### src/hdl/ctu_pkg.sv
`default_nettype none
package ctu_pkg;

  // ------------------------------------------------------------
  // Register offsets
  // ------------------------------------------------------------
  localparam logic [3:0] ADDR_CUR_CTRL   = 4'h0;
  localparam logic [3:0] ADDR_EDGE_LOW   = 4'h1;
  localparam logic [3:0] ADDR_EDGE_HIGH  = 4'h2;
  localparam logic [3:0] ADDR_FLAGS3     = 4'h3;
  localparam logic [3:0] ADDR_ENABLES3   = 4'h4;

  // ------------------------------------------------------------
  // Field positions
  // ------------------------------------------------------------
  localparam int RANGE_LSB    = 0;
  localparam int TRIM_LSB     = 2;
  localparam int STAT1_BIT    = 0;
  localparam int STAT2_BIT    = 1;
  localparam int SRC1_LSB     = 2;
  localparam int POL1_BIT     = 4;
  localparam int SRC2_LSB     = 5;
  localparam int POL2_BIT     = 7;
  localparam int DISCH_BIT    = 1;
  localparam int SEQ_BIT      = 2;
  localparam int EDGE_INPUTS_ENABLE_BIT    = 3;
  localparam int MODE_BIT     = 4;
  localparam int MODEN_BIT    = 7;
  localparam int IRQ_BIT      = 3;

  // ------------------------------------------------------------
  // Reset values
  // ------------------------------------------------------------
  localparam logic [7:0] RST_CUR_CTRL  = 8'h00;
  localparam logic [7:0] RST_EDGE_LOW  = 8'h00;
  localparam logic [7:0] RST_EDGE_HIGH = 8'h00;

  // ------------------------------------------------------------
  // Source select codes
  // ------------------------------------------------------------
  localparam logic [1:0] SRC_PIN_ONE = 2'h0;
  localparam logic [1:0] SRC_PIN_TWO = 2'h1;
  localparam logic [1:0] SRC_TIMER   = 2'h2;
  localparam logic [1:0] SRC_COMPARE = 2'h3;

  typedef struct packed {
    logic       pin_one;
    logic       pin_two;
    logic       timer;
    logic       compare;
  } ctu_sources_t;

  typedef struct packed {
    logic [1:0] range;
    logic [5:0] trim;
  } ctu_current_t;

endpackage : ctu_pkg
`default_nettype wire

### src/hdl/ctu_edge_ctrl.sv
// The register addresses and the address-and-strobe port are this design's own decisions.
`timescale 1ns/1ps
`default_nettype none

// Behaviour
// - Two-bit range field, current control bits 1:0; code 01 is lowest
// - Six-bit trim field, bits 7:2; all-zero applies no adjustment
// - Trim signed: 100001 largest reduction, 011111 largest increase
// - Channel sources from edge low bits 3:2 and 6:5
// - Channel inputs respond to present level, not transitions
// - Polarity bits: channel 2 bit 7, channel 1 bit 4
// - Sequence enable: channel 2 accepted only after channel 1
// - Status bits 1:0 set by hardware on channel event
// - Reconfiguring to match present level sets status at once
// - Current source on only while exactly one status bit set
// - Software status writes gate current source like hardware sets
// - Flag set when current source turns on then off
// - Interrupt request only when flag and enable both set
// - Reset: negative polarities, sequencing disabled
// - Mode bit chooses measurement or delay; measurement default
// - Discharge output follows discharge bit; software times it
// - Delay mode routes pulse generation to comparator 2
// - Delay mode connects charged node to comparator 2 input 1
module ctu_edge_ctrl (
  input  wire logic                  ref_clk_i,
  input  wire logic                  rst_i,
  input  wire logic [3:0]            addr_i,
  input  wire logic [7:0]            wdata_i,
  input  wire logic                  wr_i,
  input  wire logic                  rd_i,
  output logic      [7:0]            rdata_o,
  input  wire logic                  edge_pin_one_i,
  input  wire logic                  edge_pin_two_i,
  input  wire logic                  timer_evt_i,
  input  wire logic                  compare_evt_i,
  output logic                       source_on_o,
  output logic      [1:0]            current_range_sel_o,
  output logic      [5:0]            current_trim_o,
  output logic                       discharge_o,
  output logic                       module_on_o,
  output logic                       delay_route_o,
  output logic                       irq_o
);

  // ------------------------------------------------------------
  // Input synchronisers
  // ------------------------------------------------------------
  // Pins and the timer/compare sources come from outside this clock
  logic [3:0] raw_in;
  logic [3:0] sync1_reg;
  logic [3:0] sync2_reg;
  logic [3:0] sync3_reg;
  logic [3:0] level_reg;

  assign raw_in = {edge_pin_one_i, edge_pin_two_i, timer_evt_i, compare_evt_i};

  always_ff @(posedge ref_clk_i or posedge rst_i) begin
    if (rst_i) begin
      sync1_reg <= 4'h0;
      sync2_reg <= 4'h0;
      sync3_reg <= 4'h0;
    end else begin
      sync1_reg <= raw_in;
      sync2_reg <= sync1_reg;
      sync3_reg <= sync2_reg;
    end
  end

  genvar gi;
  generate
    for (gi = 0; gi < 4; gi++) begin : g_level
      // A change counts once stages two and three agree
      always_ff @(posedge ref_clk_i or posedge rst_i) begin
        if (rst_i) begin
          level_reg[gi] <= 1'b0;
        end else if (sync2_reg[gi] == sync3_reg[gi]) begin
          level_reg[gi] <= sync3_reg[gi];
        end
      end
    end
  endgenerate

  ctu_pkg::ctu_sources_t srcs;
  assign srcs = ctu_pkg::ctu_sources_t'(level_reg);

  // ------------------------------------------------------------
  // Registers
  // ------------------------------------------------------------
  logic [7:0] cur_ctrl_reg;
  logic [7:0] edge_low_reg;
  logic [7:0] edge_high_reg;
  logic       flag_reg;
  logic       irq_en_reg;

  logic wr_cur;
  logic wr_low;
  logic wr_high;
  assign wr_cur  = wr_i && (addr_i == ctu_pkg::ADDR_CUR_CTRL);
  assign wr_low  = wr_i && (addr_i == ctu_pkg::ADDR_EDGE_LOW);
  assign wr_high = wr_i && (addr_i == ctu_pkg::ADDR_EDGE_HIGH);

  always_ff @(posedge ref_clk_i or posedge rst_i) begin
    if (rst_i) begin
      cur_ctrl_reg <= ctu_pkg::RST_CUR_CTRL;
    end else if (wr_cur) begin
      cur_ctrl_reg <= wdata_i;
    end
  end

  // Reset value zero gives no sequencing, closed edge inputs and module off
  always_ff @(posedge ref_clk_i or posedge rst_i) begin
    if (rst_i) begin
      edge_high_reg <= ctu_pkg::RST_EDGE_HIGH;
    end else if (wr_high) begin
      edge_high_reg <= wdata_i;
    end
  end

  // ------------------------------------------------------------
  // Edge channels
  // ------------------------------------------------------------
  function automatic logic pick(input ctu_pkg::ctu_sources_t s, input logic [1:0] sel);
    logic r;
    r = 1'b0;
    unique case (sel)
      ctu_pkg::SRC_PIN_ONE: r = s.pin_one;
      ctu_pkg::SRC_PIN_TWO: r = s.pin_two;
      ctu_pkg::SRC_TIMER:   r = s.timer;
      ctu_pkg::SRC_COMPARE: r = s.compare;
    endcase
    return r;
  endfunction : pick

  logic [1:0] chan1_source_sel;
  logic [1:0] chan2_source_sel;
  logic       chan1_polarity;
  logic       chan2_polarity;
  logic       sequence_enable;
  logic       edge_inputs_enable;
  logic       module_enable;
  logic       chan1_hit;
  logic       chan2_hit;
  logic       edges_open;

  assign chan1_source_sel   = edge_low_reg[ctu_pkg::SRC1_LSB +: 2];
  assign chan2_source_sel   = edge_low_reg[ctu_pkg::SRC2_LSB +: 2];
  assign chan1_polarity     = edge_low_reg[ctu_pkg::POL1_BIT];
  assign chan2_polarity     = edge_low_reg[ctu_pkg::POL2_BIT];
  assign sequence_enable    = edge_high_reg[ctu_pkg::SEQ_BIT];
  assign edge_inputs_enable = edge_high_reg[ctu_pkg::EDGE_INPUTS_ENABLE_BIT];
  assign module_enable      = edge_high_reg[ctu_pkg::MODEN_BIT];
  assign edges_open         = edge_inputs_enable && module_enable;

  // Level compare, no edge detect; config changes act at once
  assign chan1_hit = edges_open &&
                     (pick(srcs, chan1_source_sel) == chan1_polarity);
  assign chan2_hit = edges_open &&
                     (pick(srcs, chan2_source_sel) == chan2_polarity) &&
                     (!sequence_enable || edge_low_reg[ctu_pkg::STAT1_BIT]);

  // Hardware set wins over a software clear in the same cycle
  always_ff @(posedge ref_clk_i or posedge rst_i) begin
    if (rst_i) begin
      edge_low_reg <= ctu_pkg::RST_EDGE_LOW;
    end else begin
      if (wr_low) begin
        edge_low_reg <= wdata_i;
      end
      if (chan1_hit) begin
        edge_low_reg[ctu_pkg::STAT1_BIT] <= 1'b1;
      end
      if (chan2_hit) begin
        edge_low_reg[ctu_pkg::STAT2_BIT] <= 1'b1;
      end
    end
  end

  // ------------------------------------------------------------
  // Current source and flag
  // ------------------------------------------------------------
  logic src_on;
  assign src_on = edge_low_reg[ctu_pkg::STAT1_BIT] ^ edge_low_reg[ctu_pkg::STAT2_BIT];

  always_ff @(posedge ref_clk_i or posedge rst_i) begin
    if (rst_i) begin
      source_on_o <= 1'b0;
    end else begin
      source_on_o <= src_on;
    end
  end

  logic wr_flag;
  assign wr_flag = wr_i && (addr_i == ctu_pkg::ADDR_FLAGS3);

  // Off after on sets the flag; this set wins over a clear
  always_ff @(posedge ref_clk_i or posedge rst_i) begin
    if (rst_i) begin
      flag_reg <= 1'b0;
    end else if (source_on_o && !src_on) begin
      flag_reg <= 1'b1;
    end else if (wr_flag) begin
      flag_reg <= wdata_i[ctu_pkg::IRQ_BIT];
    end
  end

  always_ff @(posedge ref_clk_i or posedge rst_i) begin
    if (rst_i) begin
      irq_en_reg <= 1'b0;
    end else if (wr_i && (addr_i == ctu_pkg::ADDR_ENABLES3)) begin
      irq_en_reg <= wdata_i[ctu_pkg::IRQ_BIT];
    end
  end

  always_ff @(posedge ref_clk_i or posedge rst_i) begin
    if (rst_i) begin
      irq_o <= 1'b0;
    end else begin
      irq_o <= flag_reg && irq_en_reg;
    end
  end

  // ------------------------------------------------------------
  // Analog control outputs
  // ------------------------------------------------------------
  // Trim is passed as a signed two's complement code to the analog trim
  always_ff @(posedge ref_clk_i or posedge rst_i) begin
    if (rst_i) begin
      current_range_sel_o <= 2'h0;
      current_trim_o      <= 6'h00;
      discharge_o         <= 1'b0;
      module_on_o         <= 1'b0;
      delay_route_o       <= 1'b0;
    end else begin
      current_range_sel_o <= cur_ctrl_reg[ctu_pkg::RANGE_LSB +: 2];
      current_trim_o      <= cur_ctrl_reg[ctu_pkg::TRIM_LSB +: 6];
      discharge_o         <= edge_high_reg[ctu_pkg::DISCH_BIT];
      module_on_o         <= module_enable;
      delay_route_o       <= edge_high_reg[ctu_pkg::MODE_BIT];
    end
  end

  // ------------------------------------------------------------
  // Read port
  // ------------------------------------------------------------
  logic rd_low;
  assign rd_low = rd_i && (addr_i == ctu_pkg::ADDR_EDGE_LOW);

  always_ff @(posedge ref_clk_i or posedge rst_i) begin
    if (rst_i) begin
      rdata_o <= 8'h00;
    end else if (rd_i) begin
      unique case (addr_i)
        ctu_pkg::ADDR_CUR_CTRL:  rdata_o <= cur_ctrl_reg;
        ctu_pkg::ADDR_EDGE_LOW:  rdata_o <= edge_low_reg;
        ctu_pkg::ADDR_EDGE_HIGH: rdata_o <= edge_high_reg;
        ctu_pkg::ADDR_FLAGS3:    rdata_o <= {4'h0, flag_reg, 3'h0};
        ctu_pkg::ADDR_ENABLES3:  rdata_o <= {4'h0, irq_en_reg, 3'h0};
        default:                 rdata_o <= 8'h00;
      endcase
    end else begin
      rdata_o <= 8'h00;
    end
  end

  // ------------------------------------------------------------
  // Checks
  // ------------------------------------------------------------
  chk_source_gate: assert property (@(posedge ref_clk_i) disable iff (rst_i)
    source_on_o == $past(src_on))
    else $error("source gate mismatch");

  chk_flag_on_off: assert property (@(posedge ref_clk_i) disable iff (rst_i)
    $fell(source_on_o) |-> flag_reg)
    else $error("flag not set after source off");

  chk_irq_gating: assert property (@(posedge ref_clk_i) disable iff (rst_i)
    irq_o |-> $past(flag_reg) && $past(irq_en_reg))
    else $error("irq without flag and enable");

  chk_edge_block: assert property (@(posedge ref_clk_i) disable iff (rst_i)
    (!edges_open && !wr_low && !edge_low_reg[1]) |=> !edge_low_reg[1])
    else $error("status set while edges blocked");

  chk_seq_order: assert property (@(posedge ref_clk_i) disable iff (rst_i)
    (sequence_enable && !edge_low_reg[0] && !edge_low_reg[1] && !wr_low)
      |=> !edge_low_reg[1])
    else $error("channel 2 before channel 1");

  chk_level_set: assert property (@(posedge ref_clk_i) disable iff (rst_i)
    chan1_hit |=> edge_low_reg[0])
    else $error("channel 1 level not captured");

  chk_sw_write: assert property (@(posedge ref_clk_i) disable iff (rst_i)
    (wr_low && !chan1_hit) |=> edge_low_reg[0] == $past(wdata_i[0]))
    else $error("status write lost");

  chk_discharge_follow: assert property (@(posedge ref_clk_i) disable iff (rst_i)
    discharge_o == $past(edge_high_reg[1]))
    else $error("discharge not following bit");

  chk_trim_pass: assert property (@(posedge ref_clk_i) disable iff (rst_i)
    current_trim_o == $past(cur_ctrl_reg[7:2]))
    else $error("trim mismatch");

  // ------------------------------------------------------------
  // Checks on control outputs and status read
  // ------------------------------------------------------------
  chk_range_pass: assert property (@(posedge ref_clk_i) disable iff (rst_i)
    current_range_sel_o == $past(cur_ctrl_reg[1:0]))
    else $error("range mismatch");

  chk_route_mode: assert property (@(posedge ref_clk_i) disable iff (rst_i)
    delay_route_o == $past(edge_high_reg[4]))
    else $error("delay route not following mode bit");

  chk_module_follow: assert property (@(posedge ref_clk_i) disable iff (rst_i)
    module_on_o == $past(module_enable))
    else $error("module enable not following bit");

  // Software finds the last edge from this read
  chk_status_read: assert property (@(posedge ref_clk_i) disable iff (rst_i)
    $past(rd_low) |-> rdata_o == $past(edge_low_reg))
    else $error("status read mismatch");

  // ------------------------------------------------------------
  // Checks on filter, status bits, source, flag and interrupt
  // ------------------------------------------------------------
  // Filter stage may only move where stages two and three agreed
  chk_sync_filter: assert property (@(posedge ref_clk_i) disable iff (rst_i)
    ((level_reg ^ $past(level_reg)) & ($past(sync2_reg) ^ $past(sync3_reg))) == 4'h0)
    else $error("level moved before stages agreed");

  chk_chan2_level: assert property (@(posedge ref_clk_i) disable iff (rst_i)
    chan2_hit |=> edge_low_reg[1])
    else $error("channel 2 level not captured");

  chk_hw_set_wins: assert property (@(posedge ref_clk_i) disable iff (rst_i)
    (wr_low && chan2_hit) |=> edge_low_reg[1])
    else $error("software clear beat hardware set");

  chk_status_sticky: assert property (@(posedge ref_clk_i) disable iff (rst_i)
    (edge_low_reg[0] && !wr_low) |=> edge_low_reg[0])
    else $error("status bit dropped without write");

  chk_block_chan1: assert property (@(posedge ref_clk_i) disable iff (rst_i)
    (!edges_open && !wr_low && !edge_low_reg[0]) |=> !edge_low_reg[0])
    else $error("channel 1 set while edges blocked");

  chk_both_off: assert property (@(posedge ref_clk_i) disable iff (rst_i)
    (edge_low_reg[0] == edge_low_reg[1]) |=> !source_on_o)
    else $error("source on with equal status bits");

  // Only a source turn-off or a software write may raise it
  chk_flag_cause: assert property (@(posedge ref_clk_i) disable iff (rst_i)
    $rose(flag_reg) |-> ($fell(source_on_o) || $past(wr_flag)))
    else $error("flag raised without cause");

  chk_flag_hold: assert property (@(posedge ref_clk_i) disable iff (rst_i)
    (flag_reg && !wr_flag) |=> flag_reg)
    else $error("flag dropped without write");

  chk_irq_raise: assert property (@(posedge ref_clk_i) disable iff (rst_i)
    (flag_reg && irq_en_reg) |=> irq_o)
    else $error("irq missing with flag and enable");

  chk_irq_drop: assert property (@(posedge ref_clk_i) disable iff (rst_i)
    !flag_reg |=> !irq_o)
    else $error("irq without flag");

endmodule : ctu_edge_ctrl

`default_nettype wire

### config.mk
export PLATFORM = sky130hd
export DESIGN_NAME = ctu_edge_ctrl
export DESIGN_NICKNAME = d
export VERILOG_FILES = /design/src/hdl/ctu_pkg.sv /design/src/hdl/ctu_edge_ctrl.sv
export SDC_FILE = /design/constraint.sdc
export NUM_CORES = 1
export LEC_CHECK = 0
export BUFFER_PORTS_ARGS = -buffer_cell sky130_fd_sc_hd__buf_2
export CAP_MARGIN = 20
export CORE_MARGIN = 2
export CORE_UTILIZATION = 61
export CTS_BUF_LIST = sky130_fd_sc_hd__clkbuf_2
export CTS_CLUSTER_DIAMETER = 120
export DETAILED_ROUTE_END_ITERATION = 16
export GPL_TIMING_DRIVEN = 0
export PLACE_DENSITY = 0.93
export SYNTH_ARGS = -nofsm -noshare
export SYNTH_HDL_FRONTEND = slang
export SYNTH_SLANG_ARGS = --single-unit
### constraint.sdc
create_clock -name ref_clk_i -period 4.9 [get_ports ref_clk_i]
set_input_delay 0.49 -clock ref_clk_i [delete_from_list [all_inputs] [get_ports ref_clk_i]]
set_output_delay 0.49 -clock ref_clk_i [all_outputs]
set_load 0.02 [all_outputs]
## Word-level counts from Yosys, hierarchy flattened

Index checks and enable logic that the tools add are counted.

- Eq/ne operators: 16
- Muxes and demuxes: 9
- Bitwise operators: 1
- Reductions and logical operators: 20

Operator list:

| cell | number |
|---|---|
| one-hot mux 8 bit (5 select lines) | 1 |
| logical AND 1 bit | 11 |
| == test 2 bit (second input constant) | 4 |
| == test 4 x 2 -> 1 bit (second input constant) | 2 |
| two-way mux 8 bit | 1 |
| one-hot mux 1 bit (4 select lines) | 2 |
| == test 1 bit | 6 |
| nonzero test 2 bit | 3 |
| == test 2 x 1 -> 1 bit (second input constant) | 2 |
| == test 4 x 1 -> 1 bit (second input constant) | 1 |
| == test 4 x 3 -> 1 bit (second input constant) | 1 |
| logical NOT 2 bit | 2 |
| logical NOT 4 bit | 1 |
| two-way mux 1 bit | 4 |
| logical NOT 1 bit | 2 |
| two-way mux 2 bit | 1 |
| logical OR 1 bit | 1 |
| bitwise XOR 1 bit | 1 |

- Register bits after elaboration: 63
- Input bits: 20

## Logic depth before layout (Yosys ltp)

Gate-level depths: netlist (run 1).

- Word-level depth: 6
- Gate-level depth with buffers: 5
- Gate-level depth less buffers: 4

## Worst setup path before layout (run 1)

Ideal clock, no wire load.

- Path type: input to register
- From: input addr_i[3]
- To: register edge_high_reg[0]
- Library setup time: 0.125 ns
- Arrival: 1.399 ns
- Setup slack: 3.376 ns
- Stages: 4
- Cell sequence: nor3b_2 nand2_1 nor2_4 mux2_2

- Longest elaborated chain between the ends: 2

Ends and longest elaborated chain:

| element | line | text |
|---|---|---|
| start: declaration | ctu_edge_ctrl.sv:27 | `input wire logic [3:0] addr_i,` |
| == test 4 x 2 -> 1 bit | ctu_edge_ctrl.sv:100 | `assign wr_high = wr_i && (addr_i == ctu_pkg::ADDR_EDGE_HIGH);` |
| logical AND 1 bit | ctu_edge_ctrl.sv:100 |  |
| end signal: assignment | ctu_edge_ctrl.sv:113 | `edge_high_reg <= ctu_pkg::RST_EDGE_HIGH;` |
| end signal: assignment | ctu_edge_ctrl.sv:115 | `edge_high_reg <= wdata_i;` |
| end: declaration | ctu_edge_ctrl.sv:91 | `logic [7:0] edge_high_reg;` |

Every way passes these cells.
A chain may end at the register's enable or synchronous reset.

## Worst setup path after layout (run 1)

- From: register source_on_o
- To: output source_on_o

RTL lines:

| element | line | text |
|---|---|---|
| start: declaration | ctu_edge_ctrl.sv:36 | `output logic source_on_o,` |
| start signal: assignment | ctu_edge_ctrl.sv:188 | `source_on_o <= src_on;` |

No word-level cell between the ends.

==> results of run 1 <==
==> layout make-up <==
cell class	instances	area (sq um)	area share
plain buffers	3	17.5	0.00639
clock buffers	9	45.0	0.0164
clock inverters	7	87.6	0.0319
inverters	3	11.3	0.00411
multi-input cells	87	713	0.260
flip-flops and latches	63	1580	0.575
well taps	48	60.1	0.0219
repair buffers	42	230	0.0840
==> power groups by stage <==
stage | combinational (mW) | sequential [mW] | clock, mW
after global routing | 0.232 | 0.681 | 0.379
final | 0.215 | 0.670 | 0.350
after CTS | 0.216 | 0.669 | 0.355
after global placement | 0.202 | 0.668 | 0
after detailed placement | 0.213 | 0.677 | 0
after floorplan | 0.111 | 0.699 | 0
==> per-stage QoR <==
step	power (mW)	cell area, sq um	utilization	cells
detailed placement	0.890	2600	0.710	245
global route	1.29	2740	0.749	262
global placement	0.870	2580	0.704	244
CTS	1.24	2740	0.749	262
finish	1.23	2740	0.749	262
floorplan	0.810	2320	-	156
==> per-layer routing <==
layer  part of all wire  global-route usage
met2               0.50               0.400
met1               0.41               0.297
met4              0.032               0.154
met5                  0                   0
met3              0.054              0.0565
==> logic make-up (layout without fill, tap and decap cells) <==
group	count (synthesis)	count (layout)	share of synthesized area
DFF	63	63	0.680
muxes	36	36	0.179
and+or+nand+nor	31	31	0.0712
AOI/OAI and AO/OA	13	13	0.0291
buffers and inverters	6	64	0.0124
adders and majority gates	4	4	0.0173
xor gates and xnor gates	3	3	0.0113
==> repair_timing <==
item	4_1_cts	5_1_grt
hold endpoints to repair	22	0
hold buffers	1	0
buffers inserted	0	0
==> placed cells by master, fill, tap and decap left out, types with 4 or more instances in the layout <==
cell / count
nor2_1: 15
clkbuf_2: 9
dfrtp_1: 63
a21oi_1: 9
buf_2: 42
mux2_2: 23
maj3_1: 4
mux2i_1: 11
==> path summary, 6_finish.rpt <==
kind / endpoint / slack [ps] / depth (start not counted)
max reg2reg: edge_low_reg[1]$_DFFE_PP0P_ / 3510 / 3
max: source_on_o / 3340 / 1
max in group asynchronous: delay_route_o$_DFF_PP0_ / 3770 / 4
min reg2reg: sync2_reg[1]$_DFF_PP0_ / 370 / 0
min: sync1_reg[3]$_DFF_PP0_ / 90 / 1
min in group asynchronous: rdata_o[6]$_DFF_PP0_ / 540 / 3
==> flow_summary.toml, run 1 <==
[sta]
whs_ps = 89.7
tns_ps = 0
period_needed_ps = 1560
worst-slew-pin-transition_ps = 468
hold_viol = 0
rsz0062_at_grt = "false"
setup_violations = 0
fmax_ghz = 0.639
slew_viol_final = 0
fin_skew_ps = 29.5
min_period_over_period = 0.319
slew_headroom = 0.688
fin_ws_ps = 3340

[power_and_ir_drop]
combPwrFrac = 0.174
ir_worst_vdd_uv = 271
p_switching_mw = 0.361
leakage_nw = 1.33
swShare = 0.292
p_per_area_nw_per_um2 = 450
power.share.sequential = 0.543
p_int_mw = 0.873
clkPwrFrac = 0.284

[detailed_routing]
viasPerCell = 5.52
ant_nets = 0
vias = 1445
firstDrtPassIters = 6
drc = 0
wl_per_cell_um = 17.3
initialDrtViolationCount = 120
drt-total-wl_mm = 4.53

[setup_path]
cp_max_fo = 2
cp.required_ps = 4410
endpoint_kind = "output port"
path_delay_family = "flip-flops"
cp_num_buf_inv = 1
start_kind = "flop"
crit-reg2reg-launch = "edge_low_reg[5]$_DFFE_PP0P_"
worstPathCellList = "buf_2"
cpMaxStageDelayCell = "dfrtp_1"
critPathLaunch = "source_on_o$_DFF_PP0_"
crit_type = "reg2out"
cp.arrival_ps = 1070
cpPeakStageDelay_ps = 420

[grt]
grt_usage = 0.246
grt_overflow = 0
antenna_found_initial = 0
grt_pass1_wl_mm = 7.36
grt_pass1_vias = 1517
grt_max_degree = 42

[floorplan]
die_width_um = 65.7
rows = 22
pin_count = 41
core_sq_um = 3660
dieHeight_um = 65.7
initial_core_util = 0.633
dieArea_sq_um = 4310

[place]
dp_hpwl_mm = 3.04
dp_slack_ps = 3050
place.gp.congestion = 0.824
port_buffers = 40

[cts]
h-tree-depth = 3
cts_sinks = 63
cts.clk_slew.worst_paths_ps = 180
cts-root-buf = "clkbuf_2"
cts_inserted_buffers = 9
cts_buffer_depth = 2
insertion_delay_ps = 500
cts_tree = "built"
cts-resized-gates = 0

[run_status]
status = "finished, final reports clean"

[logic_synthesis]
synth_nets = 176
yosysSeqAreaShare = 0.680
yosys.area.top_type = "dfrtp_1"
synth_edf_count = 0
yosys.area.top_type_share = 0.680
synthDistinctLibCells = 23
yosys_warnings = 0
async_flop_share = 1.00
syn_avg_cell_area_sq_um = 14.9
ys.flop_type = "dfrtp_1"
ys_seq_elements = 63
yosysMostFrequentCell = "dfrtp_1"
synthCells = 156
synth_area_leaders = "dfrtp_1 (68%), mux2_2 (11%), mux2i_1 (4.7%)"
synth_area_sq_um = 2320
yosys-top-cells-count = "dfrtp_1 (63), mux2_2 (23), nor2_1 (15), mux2i_1 (11), a21oi_1 (9)"

[layout]
diodes = 0
final_nets = 229
fillCellCount = 235
syn_to_final_growth_pct = 18.2
drive_above_1_share = 0.402

[flow_run]
max-cap-violations = 0

[min_path]
min_from = "edge_pin_one_i"
hp-class = "in2reg"
Power figures use the tool's default switching activity.
==> inputs of run 2 (changes only) <==
--- a/config.mk
+++ b/config.mk
@@ -8,12 +8,12 @@
 export BUFFER_PORTS_ARGS = -buffer_cell sky130_fd_sc_hd__buf_2
 export CAP_MARGIN = 20
 export CORE_MARGIN = 2
-export CORE_UTILIZATION = 61
+export CORE_UTILIZATION = 51
 export CTS_BUF_LIST = sky130_fd_sc_hd__clkbuf_2
 export CTS_CLUSTER_DIAMETER = 120
 export DETAILED_ROUTE_END_ITERATION = 16
 export GPL_TIMING_DRIVEN = 0
-export PLACE_DENSITY = 0.93
+export PLACE_DENSITY = 0.84
 export SYNTH_ARGS = -nofsm -noshare
 export SYNTH_HDL_FRONTEND = slang
 export SYNTH_SLANG_ARGS = --single-unit
==> constraint.sdc (replaced) <==
create_clock -name ref_clk_i -period 1.4 [get_ports ref_clk_i]
set_input_delay 0.14 -clock ref_clk_i [delete_from_list [all_inputs] [get_ports ref_clk_i]]
set_output_delay 0.14 -clock ref_clk_i [all_outputs]
set_load 0.02 [all_outputs]
==> run 2 against run 1 <==
Net effect: sequential share of layout area shrank 2.5 points; critical endpoint is now edge_low_reg[1]$_DFFE_PP0P_; largest cell class unchanged; combinational power increased to 3.6 times the previous value; critical path depth grew 2; routed wire length fell by 8.5%; clock power grew to 2.8 times the previous value; sequential power grew to 3.5 times the previous value; total power grew to 3.3 times the previous value; worst setup slack worse by 3300 ps; die area is 18% higher; core utilization fell by 9.1 points; count of clock-buffer cells in the layout is the same; global-route usage is 6.1 points lower.
==> flow_summary.toml, run 2 (synthesis results as in run 1) <==
[power_and_ir_drop]
p_per_area_nw_per_um2 = 1420
ir_worst_vdd_uv = 873
leakage_nw = 1.37

[setup_path]
path_delay_family = "multiplexers"
endpoint_kind = "flop"
cp.required_ps = 1790
cpPeakStageDelay_ps = 520
cp_num_buf_inv = 0
cp_max_fo = 3
worstPathCellList = "mux4_2 -> xor2_1 -> o31ai_1"
cpMaxStageDelayCell = "mux4_2"
cp.arrival_ps = 1740
crit_type = "reg2reg"
start_kind = "flop"

[run_status]
status = "finished, final reports clean"

[cts]
cts.clk_slew.worst_paths_ps = 160
cts_tree = "built"
cts_setup_buffers = 0
insertion_delay_ps = 460
cts_buffer_depth = 2
cts-root-buf = "clkbuf_2"
h-tree-depth = 3
cts_inserted_buffers = 9
cts_sinks = 63

[sta]
worst-slew-pin-transition_ps = 473
slew_headroom = 0.684
fmax_ghz = 0.740
tns_ps = 0
slew_viol_final = 0
fin_skew_ps = 16.6
setup_violations = 0
period_needed_ps = 1350
hold_viol = 0
rsz0062_at_grt = "false"
min_period_over_period = 0.966

[detailed_routing]
vias = 1418
initialDrtViolationCount = 69
viasPerCell = 5.06
drc = 0
firstDrtPassIters = 4
wl_per_cell_um = 14.8
ant_nets = 0
drt-total-wl_mm = 4.15

[grt]
grt_pass1_vias = 1490
grt_overflow = 0
grt_usage = 0.185
grt_pass1_wl_mm = 6.83
antenna_found_initial = 0
grt_max_degree = 45

[place]
place.gp.congestion = 0.844
dp_hpwl_mm = 2.71
port_buffers = 40
dp.cells = 249

[floorplan]
core_sq_um = 4350
rows = 24
dieArea_sq_um = 5100
initial_core_util = 0.532
dieHeight_um = 71.4
die_width_um = 71.4
pin_count = 41

[layout]
diodes = 0
multiInputGateArea_sq_um = 713
final-seq-area_sq_um = 1580
syn_to_final_growth_pct = 23.6
final_common_cell = "dfrtp_1"
fillCellCount = 315
fin_cells = 280
final_nets = 244
layout_common_cells = "dfrtp_1 (63), buf_2 (42), mux2_2 (23)"
drive_above_1_share = 0.368

[min_path]
hp-class = "in2reg"

[flow_run]
max-cap-violations = 0
==> run 2: cell type report <==
type / count / area share
flip-flops and latches: 63 / 0.550
multi-input cells: 87 / 0.249
repair buffers: 57 / 0.133
well taps: 52 / 0.0227
clock inverters: 6 / 0.0183
clock buffers: 9 / 0.0157
plain buffers: 3 / 0.00611
inverters: 3 / 0.00524
==> run 2: layer usage <==
metal | up-vias | GRT usage | wire (um)
met5 | - | 0 | 0
met1 | 681 | 0.220 | 1860
li1 | 680 | - | -
met2 | 51 | 0.292 | 2010
met3 | 6 | 0.0900 | 230
met4 | 0 | 0.0692 | 42
==> run 2: path summary, 6_finish.rpt <==
kind                                                  start  cells past startpoint                     endpoint  slack (ps)
worst min register to register       sync1_reg[2]$_DFF_PP0_                      0       sync2_reg[2]$_DFF_PP0_         370
worst min-delay path                              addr_i[2]                      4         rdata_o[3]$_DFF_PP0_          80
worst max-delay path            edge_low_reg[5]$_DFFE_PP0P_                      3  edge_low_reg[1]$_DFFE_PP0P_          50
worst max register to register  edge_low_reg[5]$_DFFE_PP0P_                      3  edge_low_reg[1]$_DFFE_PP0P_          50
min in group asynchronous                             rst_i                      3  current_trim_o[3]$_DFF_PP0_         220
max in group asynchronous                             rst_i                      4         rdata_o[2]$_DFF_PP0_         610
==> run 2: repair_timing <==
action                                 4_1_cts  5_1_grt
hold buffers                                15        1
setup endpoints to repair                    0        0
endpoints found under the hold margin       50        1
gates resized for setup                      0        0
==> run 2: worst reg2reg max path: stages, from the launching register on <==
cell and delay (ps):
dfrtp_1 420, mux4_2 520, xor2_1 160, o31ai_1 180
==> run 2: where the power goes <==
part	internal [mW]	total (mW)	leakage (nW)	switching (mW)
clock	0.380	0.969	0.0579	0.589
sequential	2.13	2.32	0.768	0.190
combinational	0.379	0.772	0.548	0.393
total	2.89	4.06	1.37	1.17
==> run 2: metrics by stage <==
stage | power, mW | cell area [sq um] | setup slack, ps | hold slack [ps] | util
after detailed placement | 3.10 | 2610 | -106 | 184 | 0.599
after global routing | 4.29 | 2870 | 11.2 | 34.5 | 0.658
after global placement | 3.05 | 2590 | -51.1 | 248 | 0.594
after floorplan | 2.83 | 2320 | 133 | 171 | -
final | 4.06 | 2870 | 48.0 | 79.9 | 0.658
after CTS | 4.10 | 2860 | 37.1 | 14.8 | 0.656
==> inputs of run 3 (changes only) <==
--- a/config.mk
+++ b/config.mk
@@ -7,6 +7,7 @@
 export LEC_CHECK = 0
 export BUFFER_PORTS_ARGS = -buffer_cell sky130_fd_sc_hd__buf_2
 export CAP_MARGIN = 20
+export CORE_ASPECT_RATIO = 0.9
 export CORE_MARGIN = 2
 export CORE_UTILIZATION = 51
 export CTS_BUF_LIST = sky130_fd_sc_hd__clkbuf_2
==> constraint.sdc (replaced) <==
create_clock -name ref_clk_i -period 1.4 [get_ports ref_clk_i]
set_input_delay 0.14 -clock ref_clk_i [delete_from_list [all_inputs] [get_ports ref_clk_i]]
set_output_delay 0.14 -clock ref_clk_i [all_outputs]
set_load 0.01 [all_outputs]
==> run 3 against run 2 <==
Net effect: the run now ends with negative setup slack left; final cell count rose by 4.3%; non-clock buffer count rose by 1; via count rose by 4.2%; routed wire length rose by 2.4%; total power fell by 5.0%; flip-flop and latch count did not move; hold slack improved by 4.7 ps; first-iteration DRC count fell by 29%; critical path type is now in2reg; largest power group unchanged.
==> flow_summary.toml, run 3 (synthesis results as in run 1) <==
[run_status]
status = "complete, but fails checks"
violations = "negative setup slack"

[layout]
drive_above_1_share = 0.383
fin_area_sq_um = 2880
syn_to_final_growth_pct = 24.4
layout_common_cells = "dfrtp_1 (63), buf_2 (42), mux2_2 (23)"
final_common_cell = "dfrtp_1"
diodes = 0
final_nets = 245

[setup_path]
endpoint_kind = "flop"
cp.required_ps = 1790
critPathLaunch = "wr_i"
start_kind = "input port"
crit-reg2reg-launch = "edge_low_reg[5]$_DFFE_PP0P_"
cpPeakStageDelay_ps = 520
worstPathCellList = "dlygate4sd3_1 -> buf_2 -> nor3b_4 -> nand2_2 -> nor2_4 -> mux2_2"
cp.arrival_ps = 1800
cpMaxStageDelayCell = "dlygate4sd3_1"
crit_type = "in2reg"
cp_max_fo = 8

[place]
port_buffers = 40
placed_area_sq_um = 2620
dp_hpwl_mm = 2.74
place.gp.congestion = 0.844
dp_slack_ps = -57.7

[sta]
min_period_over_period = 1.01
slew_viol_final = 0
period_needed_ps = 1410
tns_ps = -15.9
slew_headroom = 0.634
fin_ws_ps = -11.2
rsz0062_at_grt = "true"
fin_skew_ps = 20.7
fmax_ghz = 0.709
hold_viol = 0
setup_violations = 3
worst-slew-pin-transition_ps = 548

[grt]
grt_pass1_vias = 1441
antenna_found_initial = 0
grt_overflow = 0
grt_pass1_wl_mm = 6.70
grt_usage = 0.187
grt_max_degree = 40

[floorplan]
rows = 23
pin_count = 41
dieArea_sq_um = 5100
die_width_um = 75.1
core_sq_um = 4400
initial_core_util = 0.527
dieHeight_um = 68.0

[detailed_routing]
drc = 0
wl_per_cell_um = 14.5
drt-total-wl_mm = 4.24
ant_nets = 0
vias = 1478
initialDrtViolationCount = 49
firstDrtPassIters = 4
viasPerCell = 5.06

[power_and_ir_drop]
clkPwrFrac = 0.218
ir_worst_vdd_uv = 609
p_int_mw = 2.72
combPwrFrac = 0.179
swShare = 0.294
leakage_nw = 1.37
p_per_area_nw_per_um2 = 1340
power.share.sequential = 0.603
p_switching_mw = 1.13

[cts]
insertion_delay_ps = 490
h-tree-depth = 3
cts_tree = "built"
cts_sinks = 63
cts_buffer_depth = 2
cts-root-buf = "clkbuf_2"
cts.clk_slew.worst_paths_ps = 160
cts_inserted_buffers = 9

[flow_run]
max-cap-violations = 0

[min_path]
hp-class = "in2reg"
min_from = "addr_i[2]"
run 3: layout make-up:
cell class | count | area, sq um
timing repair buffer | 58 | 390
clock inverter | 7 | 40.0
inverter | 3 | 15.0
tap | 62 | 77.6
fill | 359 | 1520
buffer | 3 | 17.5
clock buffer | 9 | 45.0
sequential | 63 | 1580
multi-input combinational | 87 | 722
run 3: what timing repair did:
item,in CTS,in global routing
buffers inserted,0,0
hold buffers,17,0
resized for setup,0,2
endpoints found under the setup margin,0,15
endpoints found under the hold margin,55,0
run 3: path summary, 6_finish.rpt:
path / to / slack, ps / cells past startpoint
worst min register to register: sync2_reg[2]$_DFF_PP0_ / 350 / 0
worst max-delay path: edge_high_reg[5]$_DFFE_PP0P_ / -10 / 6
worst min-delay path: irq_en_reg$_DFFE_PP0P_ / 80 / 3
worst max register to register: edge_low_reg[1]$_DFFE_PP0P_ / 40 / 3
max in group asynchronous: current_range_sel_o[1]$_DFF_PP0_ / 620 / 4
min in group asynchronous: rdata_o[5]$_DFF_PP0_ / 220 / 3
run 3: power by group through the flow:
stage               Combinational (mW)  Clock [mW]  Sequential, mW
finish                           0.691       0.839            2.33
global route                     0.769       0.963            2.37
CTS                              0.690       0.879            2.33
detailed placement               0.654           0            2.36
global placement                 0.624           0            2.35
floorplan                        0.388           0            2.37
run 3: critical path, delay by kind of cell:
kind	cells	cell delay (ps)
and+or+nand+nor	3	650
buffers and inverters	2	640
muxes	1	370
run 3: per-layer routing:
metal / vias to the layer above / wire [um] / track usage
li1: 683 / - / -
met1: 733 / 1770 / 0.221
met5: - / 0 / 0
met3: 9 / 268 / 0.0884
met2: 53 / 2130 / 0.302
met4: 0 / 74 / 0.0647
run 3: stage by stage:
| stage | power (mW) | util | std cells | hold slack [ps] |
|---|---|---|---|---|
| 4_1_cts | 3.89 | 0.653 | 292 | 12.0 |
| 3_5_place_dp | 3.02 | 0.595 | 259 | 217 |
| 3_3_place_gp | 2.97 | 0.591 | 258 | 247 |
| 5_1_grt | 4.10 | 0.655 | 292 | 34.8 |
| 2_1_floorplan | 2.75 | - | 156 | 171 |
| 6_report | 3.86 | 0.655 | 292 | 84.6 |
